## config.mk

```make
export PLATFORM = sky130hd
export DESIGN_NAME = cpif_core_end_flat
export DESIGN_NICKNAME = d
export VERILOG_FILES = /design/src/design/cpif_if.sv /design/src/design/cpif_core_end.sv /design/src/design/cpif_stage.sv /design/src/flat_wrapper.sv
export VERILOG_INCLUDE_DIRS = /design/src /design/src/design
export SDC_FILE = /design/constraint.sdc
export NUM_CORES = 1
export LEC_CHECK = 0
export BUFFER_PORTS_ARGS = -buffer_cell sky130_fd_sc_hd__clkbuf_2
export CAP_MARGIN = 10
export CORE_AREA = 2 2 136 138
export CTS_BUF_LIST = sky130_fd_sc_hd__clkbuf_4
export DETAILED_ROUTE_END_ITERATION = 16
export DIE_AREA = 0 0 138 140
export PLACE_DENSITY = 0.64
export SETUP_SLACK_MARGIN = 0.05
export SLEW_MARGIN = 20
export SYNTH_ARGS = -nofsm -noshare
export SYNTH_HDL_FRONTEND = slang
export SYNTH_SLANG_ARGS = --single-unit
```

## constraint.sdc

```tcl
create_clock -name core_clk -period 3.9 [get_ports core_clk]
set_clock_uncertainty 0.15 [all_clocks]
set_input_delay 0.39 -clock core_clk [delete_from_list [all_inputs] [get_ports core_clk]]
set_output_delay 0.39 -clock core_clk [all_outputs]
set_load 0.005 [all_outputs]
```

## src/design/cpif_consts.svh

```systemverilog
// Constants for the coprocessor interface ends
`ifndef CPIF_CONSTS_SVH
`define CPIF_CONSTS_SVH
`define CPIF_DATA_W 64
`define CPIF_INSTR_W 26
`define CPIF_LEN_W 4
`define CPIF_ID_W 4
`define CPIF_NUM_LSB 8
`define CPIF_ID_MAX 15
`define CPIF_LAG_CYCLES 1
`endif

```

## src/design/cpif_if.sv

```systemverilog
// Interface joining the core end and the coprocessor end
`include "cpif_consts.svh"
interface cpif_if;
    // Core to coprocessors
    logic issue_stage_valid;
    logic [`CPIF_INSTR_W-1:0] issue_instr;
    logic decode_stage_valid;
    logic core_decode_stalled;
    logic core_execute_stalled;
    logic lsu_execute_hold;
    logic lsu_memory_hold;
    logic cancel_single;
    logic flush_from_execute;
    logic [`CPIF_DATA_W-1:0] core_to_cp_data;
    logic spare_abort_out;
    // Coprocessors to core, set 1 and set 2
    logic execute_busy_wait1;
    logic execute_busy_wait2;
    logic reject_to_undefined1;
    logic reject_to_undefined2;
    logic spare_busy_in_a;
    logic spare_busy_in_b;
    logic [`CPIF_LEN_W-1:0] ls_transfer_length1;
    logic [`CPIF_LEN_W-1:0] ls_transfer_length2;
    logic ls_half_swap1;
    logic ls_half_swap2;
    logic ls_doubleword1;
    logic ls_doubleword2;
    logic [`CPIF_DATA_W-1:0] cp_to_core_data;

    modport core (
        output issue_stage_valid, issue_instr, decode_stage_valid, core_decode_stalled,
        output core_execute_stalled, lsu_execute_hold, lsu_memory_hold, cancel_single,
        output flush_from_execute, core_to_cp_data, spare_abort_out,
        input execute_busy_wait1, execute_busy_wait2, reject_to_undefined1,
        input reject_to_undefined2, spare_busy_in_a, spare_busy_in_b,
        input ls_transfer_length1, ls_transfer_length2, ls_half_swap1, ls_half_swap2,
        input ls_doubleword1, ls_doubleword2, cp_to_core_data
    );
    modport cp (
        input issue_stage_valid, issue_instr, decode_stage_valid, core_decode_stalled,
        input core_execute_stalled, lsu_execute_hold, lsu_memory_hold, cancel_single,
        input flush_from_execute, core_to_cp_data, spare_abort_out,
        output execute_busy_wait1, reject_to_undefined1, ls_transfer_length1,
        output ls_half_swap1, ls_doubleword1, cp_to_core_data
    );
endinterface : cpif_if

```

## src/design/cpif_core_end.sv

```systemverilog
// Core end of the coprocessor interface
// Functional notes
// - Coprocessor pipeline runs one cycle behind core
// - Flag valid instruction in issue and decode
// - Report previous-cycle decode and execute stalls
// - Report previous-cycle load/store unit holds
// - Single cancel kills last execute instruction
// - Flush kills last execute and younger
// - Flush overrides stall and valid; busy drops
// - Bounce takes undefined instruction exception
// - Busy input stalls core execute stage
// - Spare decode busy inputs tied low
// - Two separate 64-bit data buses
// - Owner drives load/store length, swap, doubleword
// - Spare abort output driven low
// - Interface signals driven straight from registers
// - Broadcast outputs; replies combined by AND/OR
// - Two input sets; unused set tied off
// - Non-owner drives AND high, OR low
// - Extra coprocessors need external data combining
// - Extra coprocessors' holds ORed externally
// - Unique ID 0..15 must match instruction
// - Accept by driving bounce low
// - Matching coprocessor may still decline
`include "cpif_consts.svh"
module cpif_core_end (
    // Clock and reset
    input wire logic core_clk,
    input wire logic rst_n,
    // Link
    cpif_if.core cp,
    // Pipeline side: instruction entering issue
    input wire logic pipe_issue_valid,
    input wire logic [`CPIF_INSTR_W-1:0] pipe_issue_instr,
    // Pipeline side: stall and kill causes
    input wire logic pipe_decode_stall,
    input wire logic pipe_lsu_exec_hold,
    input wire logic pipe_lsu_mem_hold,
    input wire logic pipe_cancel,
    input wire logic pipe_flush,
    // Pipeline side: store data towards coprocessors
    input wire logic [`CPIF_DATA_W-1:0] pipe_store_data,
    // Results seen in execute
    output logic exec_valid_q,
    output logic exec_stall_q,
    output logic undef_trap_q,
    output logic [`CPIF_LEN_W-1:0] ls_len_q,
    output logic ls_swap_q,
    output logic ls_dbl_q,
    output logic [`CPIF_DATA_W-1:0] load_data_q
);
    // ==========================================================
    // Combined coprocessor replies
    logic busy_in;
    logic bounce_in;
    logic exec_stall_d;
    logic dec_valid;
    logic [`CPIF_INSTR_W-1:0] dec_instr;
    logic ex_valid;
    logic [`CPIF_INSTR_W-1:0] ex_instr;
    logic ex2_valid;
    logic [`CPIF_INSTR_W-1:0] ex2_instr;
    logic iss_valid_q;
    logic [`CPIF_INSTR_W-1:0] iss_instr_q;

    assign busy_in = cp.execute_busy_wait1 | cp.execute_busy_wait2;
    assign bounce_in = cp.reject_to_undefined1 & cp.reject_to_undefined2;
    // Spare decode busy inputs are ignored; integrator ties them low
    assign exec_stall_d = ex2_valid & busy_in & !pipe_flush;

    // ==========================================================
    // Internal issue, decode and execute stages
    always_ff @(posedge core_clk) begin
        if (!rst_n || pipe_flush) begin
            iss_valid_q <= 1'b0;
            iss_instr_q <= '0;
        end else if (!(pipe_decode_stall || exec_stall_d)) begin
            iss_valid_q <= pipe_issue_valid;
            iss_instr_q <= pipe_issue_valid ? pipe_issue_instr : '0;
        end
    end

    cpif_stage #(.W(`CPIF_INSTR_W)) u_dec (
        .core_clk(core_clk),
        .rst_n(rst_n),
        .hold(pipe_decode_stall | exec_stall_d),
        .kill(pipe_flush),
        .in_valid(iss_valid_q),
        .in_data(iss_instr_q),
        .out_valid(dec_valid),
        .out_data(dec_instr)
    );

    cpif_stage #(.W(`CPIF_INSTR_W)) u_ex (
        .core_clk(core_clk),
        .rst_n(rst_n),
        .hold(exec_stall_d),
        .kill(pipe_flush | (pipe_decode_stall & !exec_stall_d)),
        .in_valid(dec_valid),
        .in_data(dec_instr),
        .out_valid(ex_valid),
        .out_data(ex_instr)
    );

    // Execute as the link shows it: outputs are registered, so one stage later
    cpif_stage #(.W(`CPIF_INSTR_W)) u_ex2 (
        .core_clk(core_clk),
        .rst_n(rst_n),
        .hold(exec_stall_d),
        .kill(pipe_flush | pipe_cancel),
        .in_valid(ex_valid),
        .in_data(ex_instr),
        .out_valid(ex2_valid),
        .out_data(ex2_instr)
    );

    // ==========================================================
    // Registered outputs to coprocessors
    always_ff @(posedge core_clk) begin
        if (!rst_n) begin
            cp.issue_stage_valid <= 1'b0;
            cp.issue_instr <= '0;
            cp.decode_stage_valid <= 1'b0;
        end else begin
            cp.issue_stage_valid <= iss_valid_q & !pipe_flush;
            cp.issue_instr <= iss_instr_q;
            cp.decode_stage_valid <= dec_valid & !pipe_flush;
        end
    end

    always_ff @(posedge core_clk) begin
        if (!rst_n) begin
            cp.core_decode_stalled <= 1'b0;
            cp.core_execute_stalled <= 1'b0;
        end else begin
            // Stall seen this cycle is reported next cycle
            cp.core_decode_stalled <= pipe_decode_stall & !pipe_flush;
            cp.core_execute_stalled <= exec_stall_d;
        end
    end

    always_ff @(posedge core_clk) begin
        if (!rst_n) begin
            cp.lsu_execute_hold <= 1'b0;
            cp.lsu_memory_hold <= 1'b0;
        end else begin
            cp.lsu_execute_hold <= pipe_lsu_exec_hold;
            cp.lsu_memory_hold <= pipe_lsu_mem_hold;
        end
    end

    always_ff @(posedge core_clk) begin
        if (!rst_n) begin
            cp.cancel_single <= 1'b0;
            cp.flush_from_execute <= 1'b0;
        end else begin
            cp.cancel_single <= pipe_cancel & !pipe_flush;
            cp.flush_from_execute <= pipe_flush;
        end
    end

    always_ff @(posedge core_clk) begin
        if (!rst_n) begin
            cp.core_to_cp_data <= '0;
            cp.spare_abort_out <= 1'b0;
        end else begin
            cp.core_to_cp_data <= pipe_store_data;
            cp.spare_abort_out <= 1'b0;
        end
    end

    // ==========================================================
    // Execute-stage results
    always_ff @(posedge core_clk) begin
        if (!rst_n) begin
            exec_valid_q <= 1'b0;
            exec_stall_q <= 1'b0;
            undef_trap_q <= 1'b0;
        end else begin
            exec_valid_q <= ex2_valid & !exec_stall_d & !pipe_flush & !pipe_cancel & !bounce_in;
            exec_stall_q <= exec_stall_d;
            undef_trap_q <= ex2_valid & !exec_stall_d & !pipe_flush & !pipe_cancel
                & bounce_in;
        end
    end

    always_ff @(posedge core_clk) begin
        if (!rst_n) begin
            ls_len_q <= '0;
            ls_swap_q <= 1'b0;
            ls_dbl_q <= 1'b0;
            load_data_q <= '0;
        end else begin
            ls_len_q <= cp.ls_transfer_length1 | cp.ls_transfer_length2;
            ls_swap_q <= cp.ls_half_swap1 | cp.ls_half_swap2;
            ls_dbl_q <= cp.ls_doubleword1 | cp.ls_doubleword2;
            load_data_q <= cp.cp_to_core_data;
        end
    end

    logic unused_ok;
    assign unused_ok = &{1'b0, ex2_instr, cp.spare_busy_in_a, cp.spare_busy_in_b};
endmodule : cpif_core_end

```

## src/design/cpif_stage.sv

```systemverilog
// One registered pipeline stage with hold and kill
module cpif_stage #(
    parameter int W = 1
) (
    // Clock and reset
    input wire logic core_clk,
    input wire logic rst_n,
    // Stage control
    input wire logic hold,
    input wire logic kill,
    // Data
    input wire logic in_valid,
    input wire logic [W-1:0] in_data,
    output logic out_valid,
    output logic [W-1:0] out_data
);
    always_ff @(posedge core_clk) begin
        if (!rst_n || kill) begin
            out_valid <= 1'b0;
        end else if (!hold) begin
            out_valid <= in_valid;
        end
    end

    always_ff @(posedge core_clk) begin
        if (!rst_n) begin
            out_data <= '0;
        end else if (!hold) begin
            out_data <= in_data;
        end
    end
endmodule : cpif_stage

```

## src/flat_wrapper.sv

```systemverilog
// flat-port wrapper written by rule: the top's interface ports become plain ports
module cpif_core_end_flat 
  (core_clk, rst_n, pipe_issue_valid, pipe_issue_instr, pipe_decode_stall, pipe_lsu_exec_hold, pipe_lsu_mem_hold, pipe_cancel, pipe_flush, pipe_store_data, exec_valid_q, exec_stall_q, undef_trap_q, ls_len_q, ls_swap_q, ls_dbl_q, load_data_q, cp_issue_stage_valid, cp_issue_instr, cp_decode_stage_valid, cp_core_decode_stalled, cp_core_execute_stalled, cp_lsu_execute_hold, cp_lsu_memory_hold, cp_cancel_single, cp_flush_from_execute, cp_core_to_cp_data, cp_spare_abort_out, cp_execute_busy_wait1, cp_execute_busy_wait2, cp_reject_to_undefined1, cp_reject_to_undefined2, cp_spare_busy_in_a, cp_spare_busy_in_b, cp_ls_transfer_length1, cp_ls_transfer_length2, cp_ls_half_swap1, cp_ls_half_swap2, cp_ls_doubleword1, cp_ls_doubleword2, cp_cp_to_core_data);
  cpif_if cp_i ();
  input wire logic core_clk;
  input wire logic rst_n;
  input wire logic pipe_issue_valid;
  input wire logic [`CPIF_INSTR_W-1:0] pipe_issue_instr;
  input wire logic pipe_decode_stall;
  input wire logic pipe_lsu_exec_hold;
  input wire logic pipe_lsu_mem_hold;
  input wire logic pipe_cancel;
  input wire logic pipe_flush;
  input wire logic [`CPIF_DATA_W-1:0] pipe_store_data;
  output logic exec_valid_q;
  output logic exec_stall_q;
  output logic undef_trap_q;
  output logic [`CPIF_LEN_W-1:0] ls_len_q;
  output logic ls_swap_q;
  output logic ls_dbl_q;
  output logic [`CPIF_DATA_W-1:0] load_data_q;
  output wire logic [$bits(cp_i.issue_stage_valid)-1:0] cp_issue_stage_valid;
  output wire logic [$bits(cp_i.issue_instr)-1:0] cp_issue_instr;
  output wire logic [$bits(cp_i.decode_stage_valid)-1:0] cp_decode_stage_valid;
  output wire logic [$bits(cp_i.core_decode_stalled)-1:0] cp_core_decode_stalled;
  output wire logic [$bits(cp_i.core_execute_stalled)-1:0] cp_core_execute_stalled;
  output wire logic [$bits(cp_i.lsu_execute_hold)-1:0] cp_lsu_execute_hold;
  output wire logic [$bits(cp_i.lsu_memory_hold)-1:0] cp_lsu_memory_hold;
  output wire logic [$bits(cp_i.cancel_single)-1:0] cp_cancel_single;
  output wire logic [$bits(cp_i.flush_from_execute)-1:0] cp_flush_from_execute;
  output wire logic [$bits(cp_i.core_to_cp_data)-1:0] cp_core_to_cp_data;
  output wire logic [$bits(cp_i.spare_abort_out)-1:0] cp_spare_abort_out;
  input wire logic [$bits(cp_i.execute_busy_wait1)-1:0] cp_execute_busy_wait1;
  input wire logic [$bits(cp_i.execute_busy_wait2)-1:0] cp_execute_busy_wait2;
  input wire logic [$bits(cp_i.reject_to_undefined1)-1:0] cp_reject_to_undefined1;
  input wire logic [$bits(cp_i.reject_to_undefined2)-1:0] cp_reject_to_undefined2;
  input wire logic [$bits(cp_i.spare_busy_in_a)-1:0] cp_spare_busy_in_a;
  input wire logic [$bits(cp_i.spare_busy_in_b)-1:0] cp_spare_busy_in_b;
  input wire logic [$bits(cp_i.ls_transfer_length1)-1:0] cp_ls_transfer_length1;
  input wire logic [$bits(cp_i.ls_transfer_length2)-1:0] cp_ls_transfer_length2;
  input wire logic [$bits(cp_i.ls_half_swap1)-1:0] cp_ls_half_swap1;
  input wire logic [$bits(cp_i.ls_half_swap2)-1:0] cp_ls_half_swap2;
  input wire logic [$bits(cp_i.ls_doubleword1)-1:0] cp_ls_doubleword1;
  input wire logic [$bits(cp_i.ls_doubleword2)-1:0] cp_ls_doubleword2;
  input wire logic [$bits(cp_i.cp_to_core_data)-1:0] cp_cp_to_core_data;
  assign cp_issue_stage_valid = cp_i.issue_stage_valid;
  assign cp_issue_instr = cp_i.issue_instr;
  assign cp_decode_stage_valid = cp_i.decode_stage_valid;
  assign cp_core_decode_stalled = cp_i.core_decode_stalled;
  assign cp_core_execute_stalled = cp_i.core_execute_stalled;
  assign cp_lsu_execute_hold = cp_i.lsu_execute_hold;
  assign cp_lsu_memory_hold = cp_i.lsu_memory_hold;
  assign cp_cancel_single = cp_i.cancel_single;
  assign cp_flush_from_execute = cp_i.flush_from_execute;
  assign cp_core_to_cp_data = cp_i.core_to_cp_data;
  assign cp_spare_abort_out = cp_i.spare_abort_out;
  assign cp_i.execute_busy_wait1 = cp_execute_busy_wait1;
  assign cp_i.execute_busy_wait2 = cp_execute_busy_wait2;
  assign cp_i.reject_to_undefined1 = cp_reject_to_undefined1;
  assign cp_i.reject_to_undefined2 = cp_reject_to_undefined2;
  assign cp_i.spare_busy_in_a = cp_spare_busy_in_a;
  assign cp_i.spare_busy_in_b = cp_spare_busy_in_b;
  assign cp_i.ls_transfer_length1 = cp_ls_transfer_length1;
  assign cp_i.ls_transfer_length2 = cp_ls_transfer_length2;
  assign cp_i.ls_half_swap1 = cp_ls_half_swap1;
  assign cp_i.ls_half_swap2 = cp_ls_half_swap2;
  assign cp_i.ls_doubleword1 = cp_ls_doubleword1;
  assign cp_i.ls_doubleword2 = cp_ls_doubleword2;
  assign cp_i.cp_to_core_data = cp_cp_to_core_data;
  cpif_core_end u_core (.core_clk(core_clk), .rst_n(rst_n), .cp(cp_i), .pipe_issue_valid(pipe_issue_valid), .pipe_issue_instr(pipe_issue_instr), .pipe_decode_stall(pipe_decode_stall), .pipe_lsu_exec_hold(pipe_lsu_exec_hold), .pipe_lsu_mem_hold(pipe_lsu_mem_hold), .pipe_cancel(pipe_cancel), .pipe_flush(pipe_flush), .pipe_store_data(pipe_store_data), .exec_valid_q(exec_valid_q), .exec_stall_q(exec_stall_q), .undef_trap_q(undef_trap_q), .ls_len_q(ls_len_q), .ls_swap_q(ls_swap_q), .ls_dbl_q(ls_dbl_q), .load_data_q(load_data_q));
endmodule
```

==> flow_summary.yaml <==
cts:
  clk_pin_slew_worst_paths_ns: 0.15
  cts_buffer_depth: 2
  numCtsBuffers: 17
  cts_sinks: 200
  clock_latency_ns: 0.54
  cts_max_level: 4
  cts_tree: "built"
  cts_root_buf: "clkbuf_4"
synth:
  synth_fp_nets: 688
  ys_warn_count: 0
  yosys_register_bits: 200
  synth-seq-area-share_pct: 67.9
  synth_top_area_share_pct: 67.9
  synth_top_area_cell: "dfxtp_1"
  avgSynthCellArea_um2: 11.6
  synth_ff_type: "dfxtp_1"
  ys_async_sr_fraction_pct: 0
  syn_area_mm2: 0.00589
  synth_cell_types: 24
  synth.area.top_cells: "dfxtp_1, and2_1, o2111ai_1"
  synth_edf_count: 0
  synthCells: 508
timing:
  slew_violations: 0
  finalCritPeriodShare_pct: 60.1
  finalSetupViolCount: 0
  post-route-min-period_ns: 2.34
  rsz0062_at_grt: "no"
  hold_viol_final: 0
  max_slew_margin_pct: 27.5
  worst_pin_slew_ns: 1.09
  tns_ns: 0
  fmax_mhz: 427
drt:
  drc_errors: 0
  drtIter0Drc: 176
  maxUsedRoutingLayer: "met4"
  ant_nets: 0
  vias: 5385
  wl_met1_um: 7120
  firstDrtPassIters: 4
  routed_via_density: 4.28
  wl_um: 18300
  wl_per_cell_um: 14.6
  met3_length_um: 1010
  routed-wl-met2_um: 9810
global_route:
  grt_overflow_total: 0
  grt_max_degree: 102
  antenna_found_initial: 1
  grtUsageTotal_pct: 18.6
  grt_pass1_wl_um: 28700
  grt_pass1_vias: 5555
place:
  dpl_cell_area_mm2: 0.00777
  dp_cells: 1050
  dp_hpwl_um: 11100
  port_buffers: 348
  gp_congestion: 0.756
power_and_ir_drop:
  total_power_mw: 3.78
  leakage_nw: 4.71
  power_density_mw_per_mm2: 384
  ir_worst_vdd_mv: 0.183
layout:
  nets: 1196
  design_area_mm2: 0.00985
  syn2layout_area_growth_pct: 67.2
  fill_cells: 1556
  drive_gt1_share_pct: 37.5
  final_cells: 1258
die:
  die_area_mm2: 0.0193
  placeableCoreArea_mm2: 0.0178
  num_rows: 49
  fp.dieH_um: 140
  num_io_pins: 352
  start_util_pct: 33.1
  die_x_um: 138
worst_setup_path:
  cp.arrival_ns: 2.67
  end_kind: "flip-flop"
  start_kind: "primary input"
  critPathKind: "in2reg"
  cp_max_fo: 29
  required_ns: 4.23
job:
  cap_viol_max_count: 0
status:
  status: "finished, final reports clean"
hold_path:
  hold_path.class: "in2reg"
-- cell usage after synthesis, types with 2 or more instances --
cell type	instances
dfxtp_1	200
o2111ai_1	26
inv_1	2
nand2_1	33
o21a_1	7
mux2i_1	2
buf_4	2
a21oi_1	2
clkbuf_1	23
buf_6	3
and2_1	159
buf_2	11
nor2_1	3
o31ai_1	25
-- cell families (layout without fill, tap and decap cells) --
| logic type | after synthesis | after routing | share of synthesized area (%) |
|---|---|---|---|
| buf+inv | 43 | 563 | 3.48 |
| flops | 200 | 200 | 67.9 |
| mux | 2 | 2 | 0.340 |
| simple gates | 199 | 199 | 19.6 |
| compound gates | 63 | 63 | 8.53 |
| other cells | 1 | 2 | 0.0636 |
-- where the power goes --
group          leakage, nW  total, mW  switching (mW)  internal, mW
combinational         2.89      0.445           0.171         0.273
sequential            1.65       2.16          0.0249          2.13
clock                0.165       1.18           0.718         0.461
total                 4.71       3.78           0.915          2.86
-- area by class of cell --
class	count	area (um2)	share of cell area (%)
multi-input combinational	265	1680	17.1
tap	229	287	2.91
clock buffer	17	128	1.30
sequential	200	4000	40.6
timing repair buffer	529	3540	36.0
antenna	1	2.50	0.0254
inverter	3	11.3	0.114
clock inverter	14	193	1.96
-- per-stage QoR --
stage          setup WS, ns  util, %  hold slack [ns]
2_1_floorplan          2.46        -            0.271
3_3_place_gp           1.57     43.7            0.286
3_5_place_dp           1.56     43.7            0.291
4_1_cts                1.60     55.4           0.0213
5_1_grt                1.49     55.4           0.0778
6_report               1.56     55.4            0.120
-- sequential cells by signal (all words and copies together) (netlist names), 4 cells and up --
signal                     cells
u_core.cp.core_to_cp_data     64
u_core.load_data_q            64
u_core.ls_len_q                4
u_core.iss_instr_q            26
u_core.cp.issue_instr         26
-- layout by cell type, fill, tap and decap left out, types with 6 or more instances in the layout --
cell type | netlist | routed
o21a_1 | 7 | 7
o2111ai_1 | 26 | 26
nand2_1 | 33 | 33
buf_4 | 2 | 6
and2_1 | 159 | 159
dlygate4sd3_1 | 0 | 176
clkbuf_2 | 0 | 347
dfxtp_1 | 200 | 200
o31ai_1 | 25 | 25
clkbuf_4 | 0 | 17
-- path summary, 6_finish.rpt --
| path | to | cells past startpoint | slack [ns] | startpoint |
|---|---|---|---|---|
| setup / recovery | u_core.u_dec.out_valid | 6 | 1.56 | cp_execute_busy_wait1 |
| hold reg to reg | u_core.cp.issue_instr[18] | 1 | 0.32 | u_core.iss_instr_q[18] |
| hold / removal | u_core.u_ex.out_valid | 4 | 0.12 | cp_execute_busy_wait2 |
| setup reg to reg | u_core.u_dec.out_valid | 4 | 1.67 | u_core.u_ex2.out_valid |
-- routing by layer --
| layer | up-vias | track usage [%] |
|---|---|---|
| li1 | 2675 | - |
| met1 | 2482 | 20.1 |
| met2 | 201 | 34.9 |
| met3 | 27 | 5.33 |
| met4 | 0 | 6.34 |
| met5 | - | 0 |
-- what timing repair did --
action,4_1_cts,5_1_grt
buffers inserted,0,0
resized for setup,0,0
hold buffers,176,0
endpoints found under the setup margin,0,0
hold endpoints to repair,168,0
-- critical path: stages --
cell	delay, ns
dlygate4sd3_1	0.53
clkbuf_2	0.13
o21a_1	0.11
buf_4	0.31
a21o_1	0.90
mux2i_1	0.28
Power figures use the tool's default switching activity.
